$ cat config.mk
export PLATFORM = sky130hd
export DESIGN_NAME = dkp_panel
export DESIGN_NICKNAME = d
export VERILOG_FILES = /design/src/rtl/dkp_panel.v
export VERILOG_INCLUDE_DIRS = /design/src /design/src/rtl
export SDC_FILE = /design/constraint.sdc
export NUM_CORES = 1
export LEC_CHECK = 0
export BUFFER_PORTS_ARGS = -buffer_cell sky130_fd_sc_hd__buf_4
export CORE_ASPECT_RATIO = 1.25
export CORE_MARGIN = 1
export CORE_UTILIZATION = 30
export CTS_CLUSTER_SIZE = 12
export DETAILED_ROUTE_END_ITERATION = 8
export GPL_TIMING_DRIVEN = 0
export PLACE_DENSITY = 0.52
export SLEW_MARGIN = 5
export SYNTH_ARGS = -nofsm -noshare
export SYNTH_HDL_FRONTEND = slang
export SYNTH_SLANG_ARGS = --single-unit
$ cat constraint.sdc
create_clock -name mclk -period 4.97 [get_ports mclk]
set_clock_uncertainty 0.05 [all_clocks]
set_input_delay 0.994 -clock mclk [delete_from_list [all_inputs] [get_ports mclk]]
set_output_delay 0.994 -clock mclk [all_outputs]
set_load 0.02 [all_outputs]
$ cat src/rtl/dkp_consts.vh
// constants for the drive keypad panel control block
`ifndef DKP_CONSTS_VH
`define DKP_CONSTS_VH

// timing, at 100 MHz
`define DKP_CLK_HZ          100000000
`define DKP_DEB_MS          10
`define DKP_DEB_CYC         ((`DKP_CLK_HZ / 1000) * `DKP_DEB_MS)
`define DKP_HOLD_MS         3000
`define DKP_HOLD_CYC        ((`DKP_CLK_HZ / 1000) * `DKP_HOLD_MS)
`define DKP_SLOW_MS         400
`define DKP_SLOW_CYC        ((`DKP_CLK_HZ / 1000) * `DKP_SLOW_MS)
`define DKP_FAST_MS         80
`define DKP_FAST_CYC        ((`DKP_CLK_HZ / 1000) * `DKP_FAST_MS)
`define DKP_REVERT_MS       2000
`define DKP_REVERT_CYC      ((`DKP_CLK_HZ / 1000) * `DKP_REVERT_MS)

// display mode codes
`define DKP_DM_SPEED        2'h0
`define DKP_DM_LOAD         2'h1
`define DKP_DM_VOLT         2'h2
`define DKP_DM_REMREF       2'h3

// display source select
`define DKP_SRC_SPEED       3'h0
`define DKP_SRC_LOAD        3'h1
`define DKP_SRC_VOLT        3'h2
`define DKP_SRC_REMREF      3'h3
`define DKP_SRC_HZREF       3'h4
`define DKP_SRC_FAULT       3'h5
`define DKP_SRC_FUNC        3'h6

// program navigation and speed reference
`define DKP_FUNC_LAST       5'h13
`define DKP_SPEED_MAX       16'hffff
`define DKP_SPEED_RST       16'h0000

`endif

$ cat src/rtl/dkp_panel.v
// keypad and indicator control for the drive front panel
`timescale 1ns/100ps
`include "dkp_consts.vh"

module dkp_panel #(
  parameter DEB_CYC    = `DKP_DEB_CYC,
  parameter HOLD_CYC   = `DKP_HOLD_CYC,
  parameter SLOW_CYC   = `DKP_SLOW_CYC,
  parameter FAST_CYC   = `DKP_FAST_CYC,
  parameter REVERT_CYC = `DKP_REVERT_CYC
) (
  input  wire        mclk,                  // system clock
  input  wire        rstn,                  // sync reset, active low
  input  wire [5:0]  key_raw,               // start,stop,mode,dir,up,down; high pressed
  input  wire        power_ok,              // drive power applied
  input  wire        trip_fault,            // trip fault level from power core
  input  wire [7:0]  fault_code,            // fault type code to flash
  input  wire        fault_cause_gone,      // fault cause removed
  input  wire        gen_active,            // core is generating output
  input  wire        remote_enable_setting, // remote control selected
  input  wire        ext_ref_present,       // external reference connected
  input  wire        ref_input_jumper,      // reference jumper set correctly
  input  wire        remote_display_enable, // remote reference display enabled
  input  wire        forward_only_setting,  // rotation forced forward
  input  wire        stop_type_setting,     // 1 coast, 0 ramp
  input  wire        ext_start,             // terminal strip start pulse
  input  wire [1:0]  saved_disp_mode,       // display mode held over power-down
  input  wire        saved_valid,           // saved mode is valid
  input  wire [15:0] saved_speed_ref,       // setpoint held over power-down
  input  wire [15:0] speed_val,             // speed value
  input  wire [15:0] load_val,              // percent load value
  input  wire [15:0] volt_val,              // output voltage value
  input  wire [15:0] remref_val,            // external ref percent value
  input  wire [15:0] func_val_in,           // value of selected function
  output reg         run_cmd,               // drive run request
  output reg         coast_cmd,             // coast rather than ramp
  output reg         fault_clear,           // fault clear pulse
  output reg         dir_rev,               // requested reverse rotation
  output reg  [15:0] speed_ref,             // internal speed reference
  output reg  [1:0]  disp_mode,             // active display mode
  output reg  [2:0]  disp_src,              // what the display shows
  output reg  [15:0] disp_val,              // displayed value
  output reg         disp_flash,            // display flashing
  output reg         prog_mode,             // program mode active
  output reg  [4:0]  func_num,              // selected function number
  output reg         func_sel,              // a function is opened
  output reg         func_save,             // save function value pulse
  output reg         func_inc,              // step function value up pulse
  output reg         func_dec,              // step function value down pulse
  output reg  [7:0]  led                    // speed,load,volt,remote,prog,fwd,rev,run
);

  // ===========================================================================
  // key conditioning
  reg  [5:0]  ks1_r, ks2_r, kprev_r;
  wire [5:0]  kst_r;
  wire [5:0]  kpress = kst_r & ~kprev_r;
  genvar      gi;
  generate
    for (gi = 0; gi < 6; gi = gi + 1) begin : g_deb
      reg [23:0] cnt_r;
      reg        bit_r;
      assign kst_r[gi] = bit_r;
      always @(posedge mclk) begin
        if (!rstn) begin
          cnt_r  <= 24'h00_0000;
          bit_r  <= 1'b0;
        end else if (ks2_r[gi] == bit_r) begin
          cnt_r  <= 24'h00_0000;
        end else if (cnt_r >= DEB_CYC[23:0] - 24'h00_0001) begin
          cnt_r  <= 24'h00_0000;
          bit_r  <= ks2_r[gi];
        end else begin
          cnt_r  <= cnt_r + 24'h00_0001;
        end
      end
    end
  endgenerate

  always @(posedge mclk) begin
    if (!rstn) begin
      ks1_r   <= 6'h00;
      ks2_r   <= 6'h00;
      kprev_r <= 6'h00;
    end else begin
      ks1_r   <= key_raw;
      ks2_r   <= ks1_r;
      kprev_r <= kst_r;
    end
  end

  wire k_start = kpress[0];
  wire k_stop  = kpress[1];
  wire k_mode  = kpress[2];
  wire k_dir   = kpress[3];

  // ===========================================================================
  // arrow auto-repeat
  reg  [28:0] hold_r, rep_r;
  wire        arrow_held = kst_r[4] ^ kst_r[5];
  wire        fast       = hold_r >= HOLD_CYC[28:0];
  wire [28:0] rep_max    = fast ? FAST_CYC[28:0] : SLOW_CYC[28:0];
  wire        rep_tick   = arrow_held && (rep_r >= rep_max - 29'h0000_0001);
  wire        step_up    = kpress[4] | (rep_tick & kst_r[4]);
  wire        step_dn    = kpress[5] | (rep_tick & kst_r[5]);

  always @(posedge mclk) begin
    if (!rstn || !arrow_held) begin
      hold_r <= 29'h0000_0000;
      rep_r  <= 29'h0000_0000;
    end else begin
      if (!fast)
        hold_r <= hold_r + 29'h0000_0001;
      rep_r <= rep_tick ? 29'h0000_0000 : rep_r + 29'h0000_0001;
    end
  end

  // ===========================================================================
  // run / fault / direction control
  localparam ST_IDLE  = 3'b001;
  localparam ST_RUN   = 3'b010;
  localparam ST_FAULT = 3'b100;
  reg  [2:0]  st_r;
  reg         loaded_r;
  wire        remote    = remote_enable_setting;
  wire        remref_ok = remote & ext_ref_present & ref_input_jumper
                        & remote_display_enable;

  always @(posedge mclk) begin
    if (!rstn) begin
      st_r        <= ST_IDLE;
      run_cmd     <= 1'b0;
      coast_cmd   <= 1'b0;
      fault_clear <= 1'b0;
    end else begin
      fault_clear <= 1'b0;
      case (st_r)
        ST_IDLE: begin
          if (trip_fault) begin
            st_r      <= ST_FAULT;
            coast_cmd <= 1'b1;
          end else if (!prog_mode && power_ok
                       && ((k_start && !remote) || (ext_start && remote))) begin
            st_r      <= ST_RUN;
            run_cmd   <= 1'b1;
            coast_cmd <= 1'b0;
          end
        end
        ST_RUN: begin
          if (trip_fault) begin
            st_r      <= ST_FAULT;
            run_cmd   <= 1'b0;
            coast_cmd <= 1'b1;
          end else if (k_stop) begin
            st_r      <= ST_IDLE;
            run_cmd   <= 1'b0;
            coast_cmd <= stop_type_setting;
          end
        end
        ST_FAULT: begin
          run_cmd <= 1'b0;
          if (k_stop && fault_cause_gone) begin
            st_r        <= ST_IDLE;
            fault_clear <= 1'b1;
            coast_cmd   <= 1'b0;
          end
        end
        default: begin
          st_r    <= ST_IDLE;
          run_cmd <= 1'b0;
        end
      endcase
    end
  end

  wire running = st_r[1];

  always @(posedge mclk) begin
    if (!rstn)
      dir_rev <= 1'b0;
    else if (forward_only_setting)
      dir_rev <= 1'b0;
    else if (k_dir && !remote && !prog_mode)
      dir_rev <= ~dir_rev;
  end

  // ===========================================================================
  // display mode, program mode, speed reference
  // wide enough for the default revert delay
  reg [27:0] revert_r;

  always @(posedge mclk) begin
    if (!rstn) begin
      loaded_r  <= 1'b0;
      disp_mode <= `DKP_DM_SPEED;
      speed_ref <= `DKP_SPEED_RST;
      prog_mode <= 1'b0;
      func_num  <= 5'h00;
      func_sel  <= 1'b0;
      func_save <= 1'b0;
      func_inc  <= 1'b0;
      func_dec  <= 1'b0;
      revert_r  <= 28'h000_0000;
    end else begin
      func_save <= 1'b0;
      func_inc  <= 1'b0;
      func_dec  <= 1'b0;
      if (!loaded_r) begin
        loaded_r  <= 1'b1;
        disp_mode <= saved_valid ? saved_disp_mode : `DKP_DM_SPEED;
        speed_ref <= saved_speed_ref;
      end else if (prog_mode) begin
        if (k_stop || running) begin
          prog_mode <= 1'b0;
          func_sel  <= 1'b0;
        end else if (k_mode) begin
          func_sel  <= ~func_sel;
          func_save <= func_sel;
        end else if (func_sel) begin
          func_inc <= step_up;
          func_dec <= step_dn;
        end else if (step_up && func_num != `DKP_FUNC_LAST) begin
          func_num <= func_num + 5'h01;
        end else if (step_dn && func_num != 5'h00) begin
          func_num <= func_num - 5'h01;
        end
      end else if (k_mode && !running && st_r[0]) begin
        prog_mode <= 1'b1;
        func_num  <= 5'h00;
      end else begin
        if (k_mode && running) begin
          if (disp_mode == `DKP_DM_VOLT)
            disp_mode <= remref_ok ? `DKP_DM_REMREF : `DKP_DM_SPEED;
          else if (disp_mode == `DKP_DM_REMREF)
            disp_mode <= `DKP_DM_SPEED;
          else
            disp_mode <= disp_mode + 2'h1;
        end else if (disp_mode == `DKP_DM_REMREF && !remref_ok) begin
          disp_mode <= `DKP_DM_SPEED;
        end
        if (running && step_up && speed_ref != `DKP_SPEED_MAX)
          speed_ref <= speed_ref + 16'h0001;
        else if (running && step_dn && speed_ref != 16'h0000)
          speed_ref <= speed_ref - 16'h0001;
        if (running && remote && (step_up || step_dn))
          revert_r <= REVERT_CYC[27:0];
        else if (revert_r != 28'h000_0000)
          revert_r <= revert_r - 28'h000_0001;
      end
    end
  end

  // ===========================================================================
  // display mode decode
  // remote mode counts as speed while its enables are down
  wire [1:0]  mode_eff = (disp_mode == `DKP_DM_REMREF && !remref_ok) ?
                         `DKP_DM_SPEED : disp_mode;
  reg  [2:0]  mode_led;

  always @* begin
    case (mode_eff)
      `DKP_DM_SPEED: mode_led = 3'h1;
      `DKP_DM_LOAD:  mode_led = 3'h2;
      `DKP_DM_VOLT:  mode_led = 3'h4;
      default:       mode_led = 3'h7;
    endcase
  end

  // ===========================================================================
  // display value and LEDs
  always @(posedge mclk) begin
    if (!rstn) begin
      disp_src   <= `DKP_SRC_SPEED;
      disp_val   <= 16'h0000;
      disp_flash <= 1'b0;
      led        <= 8'h00;
    end else begin
      disp_flash <= st_r[2];
      if (st_r[2]) begin
        disp_src <= `DKP_SRC_FAULT;
        disp_val <= {8'h00, fault_code};
      end else if (prog_mode) begin
        disp_src <= `DKP_SRC_FUNC;
        disp_val <= func_sel ? func_val_in : {11'h000, func_num};
      end else if (revert_r != 28'h000_0000) begin
        disp_src <= `DKP_SRC_HZREF;
        disp_val <= speed_ref;
      end else begin
        case (mode_eff)
          `DKP_DM_LOAD: begin
            disp_src <= `DKP_SRC_LOAD;
            disp_val <= running ? load_val : 16'h0000;
          end
          `DKP_DM_VOLT: begin
            disp_src <= `DKP_SRC_VOLT;
            disp_val <= running ? volt_val : 16'h0000;
          end
          `DKP_DM_REMREF: begin
            disp_src <= `DKP_SRC_REMREF;
            disp_val <= remref_val;
          end
          default: begin
            disp_src <= `DKP_SRC_SPEED;
            disp_val <= running ? speed_val : 16'h0000;
          end
        endcase
      end
      led[2:0] <= mode_led;
      led[3] <= remote;
      led[4] <= prog_mode;
      led[5] <= gen_active && !dir_rev;
      led[6] <= gen_active && dir_rev && !forward_only_setting;
      led[7] <= gen_active;
    end
  end

endmodule
==> flow_metrics.tcl <==
set metrics [dict create \
    p_per_area_nw_per_um2 384 \
    synth-simple-area-share_pct 23.7 \
    grt_pass1_vias 12700 \
    die_width_um 200 \
    finalSetupViolations 3 \
    die_h_um 249 \
    timing.fmax_ghz 0.198 \
    yosys_register_bits 318 \
    maxCapViolCount 0 \
    min_from "ks1_r[1]" \
    io_buffers 185 \
    cts_buffer_depth 3 \
    regToRegStartpoint "hold_r[9]" \
    grt_max_degree 13 \
    hold_depth 1 \
    synth_cells 1713 \
    cts_tree "built" \
    synth_top_family_by_area "simple AND/OR/NAND/NOR gates" \
    firstDrtPassIters 6 \
    start_kind "flop" \
    slew_headroom_pct 15.8 \
    violations "setup timing" \
    htreeDepth 2 \
    synth_compound_area_share_pct 13.7 \
    crit_start "hold_r[9]" \
    io_pins 186 \
    crit_required_ns 5.39 \
    clkTransAtPathRegs_ns 0.06 \
    fin_util_pct 39.3 \
    slowest_delay_ns 0.57 \
    routed_via_density 4.88 \
    dpl.hpwl_um 30700 \
    hold_end "ks2_r[1]" \
    die-area_um2 49800 \
    drt_wl_total_um 42700 \
    final_cell_mix "315 x dfxtp_1, 286 x nor2_1, 237 x buf_4" \
    cp_top_family "compound AO/OA/AOI/OAI gates" \
    ant_nets 0 \
    worst_r2r_path_depth 22 \
    drive_above_1_share_pct 19.3 \
    fin_nets 2181 \
    area_growth_pct 29.5 \
    worst_pin_slew_ns 1.25 \
    seq_area_um2 6370 \
    ys_warn_count 0 \
    finalSetupTns_ns -0.177 \
    end_kind "flop" \
    synth_edf_count 0 \
    grt_overflow 0 \
    hp-class "flop to flop" \
    outcome "finished with violations" \
    finalPower_w 0.00730 \
    row_count 90 \
    vias 13200 \
    drt-initial-drc-count 617 \
    post-route-min-period_ns 5.06 \
    ys_seq_area_share_pct 43.4 \
    rr_endpoint "speed_ref[13]" \
    root_buffer "clkbuf_16" \
    dp_cells 2567 \
    cp_cell_sequence "a2111o_1 -> a21oi_2 -> o21ai_2 -> a31o_4 -> nand2_4 -> ha_4 -> or4bb_4 -> nor4_4 -> o211ai_1 -> a311o_2 -> buf_12 -> ha_4 -> a21o_1 -> a31o_4 -> a31oi_4 -> o21ai_2 -> a311oi_2 -> buf_4 -> buf_4 -> xnor2_2 -> nand2_1 -> a31oi_1" \
    synth_xor_area_share_pct 11.1 \
    max-vdd-ir-drop_mv 0.211 \
    multi_input_area_um2 8300 \
    grt_pass1_wl_um 66900 \
    clock_latency_ns 0.55 \
    cts_hold_buf 0 \
    drv_slew 0 \
    synth_area_um2 14700 \
    gp_congestion 0.863 \
    rsz0062_at_grt "yes" \
    yosys.area_share.adder_pct 3.34 \
    arrival_ns 5.48 \
    num-fill-cells 4893 \
    hold_violations 0 \
    stdcell_count 2694 \
    r2r_setup_slack_ns -0.09 \
    path_buf_inv 3 \
    critPathKind "flop to flop" \
    critPathSlowestCell "a311o_2" \
    cts_sinks 318 \
    wl_per_cell_um 15.8 \
    drc 0 \
    grt_usage_pct 16.9 \
    synth-async-reset-ratio_pct 0 \
    p_leak_nw 7.14 \
    synth_flop_cell "dfxtp_1" \
    yosysUniqueCellTypes 72 \
    coreArea_um2 48300 \
    synth_mux_area_share_pct 1.69 \
    start_util_pct 30.4 \
    synth_area_per_cell_um2 8.56 \
    setup_slack_ns -0.0864 \
    finalCritPeriodShare_pct 102 \
    antenna_found_initial 4 \
    cp_max_fo 8 \
    whs_ns 0.385 \
    cts_made_buffers 38 \
    layout_commonest_cell "dfxtp_1" \
]
## cell usage after synthesis (16+ instances only)
library cell    n  area, µm²
or3_1          17        106
xor2_1         99        867
dfxtp_1       318       6370
nor4_1         28        175
and3_1         31        194
nor3_1         26        130
inv_1          40        150
a21o_1         20        150
nor2_1        287       1080
nand2_1       166        623
a22o_1         16        140
o21ai_0        48        240
mux2i_1        18        180
nand4_1        36        225
xnor2_1        87        762
a22oi_1        17        128
and2_1         32        200
a21oi_1        82        410
ha_1           36        450
nand3_1        67        335
a31oi_1        27        169
clkbuf_1       59        221
## cell families (layout without fill, tap and decap cells)
kind of cell	after synthesis	in the layout
fa+ha+maj	38	38
xor+xnor	186	186
mux	24	24
other cells	1	30
flops	318	318
buf+inv	109	417
compound gates	296	296
simple gates	741	741
## power by group
part	switching, W	leakage [nW]	internal [W]
sequential	0.000134	2.59	0.00271
combinational	0.000941	3.92	0.000741
clock	0.00110	0.627	0.00167
total	0.00218	7.14	0.00512
## per-layer routing
metal,vias up,wire (µm),global-route usage [%]
met4,0,1020,5.85
met5,-,0,0
li1,6566,-,-
met3,68,2370,3.67
met2,251,20800,28.7
met1,6273,18400,20.9
## how the worst max path moves through the flow
stage | end | slack (ns) | cells after the start
4_1_cts | speed_ref[12] | -0.18 | 19
2_1_floorplan | speed_ref[12] | 0.02 | 21
5_1_grt | speed_ref[13] | -0.26 | 21
3_5_place_dp | speed_ref[15] | -0.93 | 19
3_3_place_gp | speed_ref[15] | -0.88 | 19
6_report | speed_ref[13] | -0.09 | 22
## worst reg2reg max path: stages (launching register included)
cell and delay, ns:
dfxtp_2 0.32, a2111o_1 0.42, a21oi_2 0.16, o21ai_2 0.09
a31o_4 0.26, nand2_4 0.09, ha_4 0.13, or4bb_4 0.53
nor4_4 0.15, o211ai_1 0.23, a311o_2 0.57, buf_12 0.18
ha_4 0.22, a21o_1 0.18, a31o_4 0.21, a31oi_4 0.15
o21ai_2 0.09, a311oi_2 0.30, buf_4 0.19, buf_4 0.12
xnor2_2 0.10, nand2_1 0.07, a31oi_1 0.17
## state kept, by name, indices dropped and copies added (netlist names), 2 cells and up
register     count
disp_mode        2
hold_r          29
ks1_r            6
g_deb.bit_r      6
ks2_r            6
rep_r           29
kprev_r          6
g_deb.cnt_r    144
disp_val        16
led              8
st_r             3
func_num         5
disp_src         3
revert_r        28
speed_ref       16
## area by class of cell
cell class,instances,area share [%]
Inverter,41,0.810
Buffer,68,1.54
Clock inverter,18,0.981
Clock buffer,51,5.63
Antenna cell,4,0.0527
Timing Repair Buffer,239,9.53
Multi-Input combinational cell,1311,43.7
Tap cell,644,4.24
Sequential cell,318,33.5
## timing repair
item,4_1_cts,5_1_grt
endpoints found under the setup margin,12,15
gates resized for setup,43,17
pin swaps,26,36
buffers inserted,48,11
## per-stage QoR
step | worst slack [ns] | area, µm²
4_1_cts | -0.177 | 18800
6_report | -0.0864 | 19000
2_1_floorplan | 0.0162 | 14800
3_3_place_gp | -0.878 | 17000
5_1_grt | -0.263 | 19000
3_5_place_dp | -0.933 | 17000
Power figures use the tool's default switching activity.
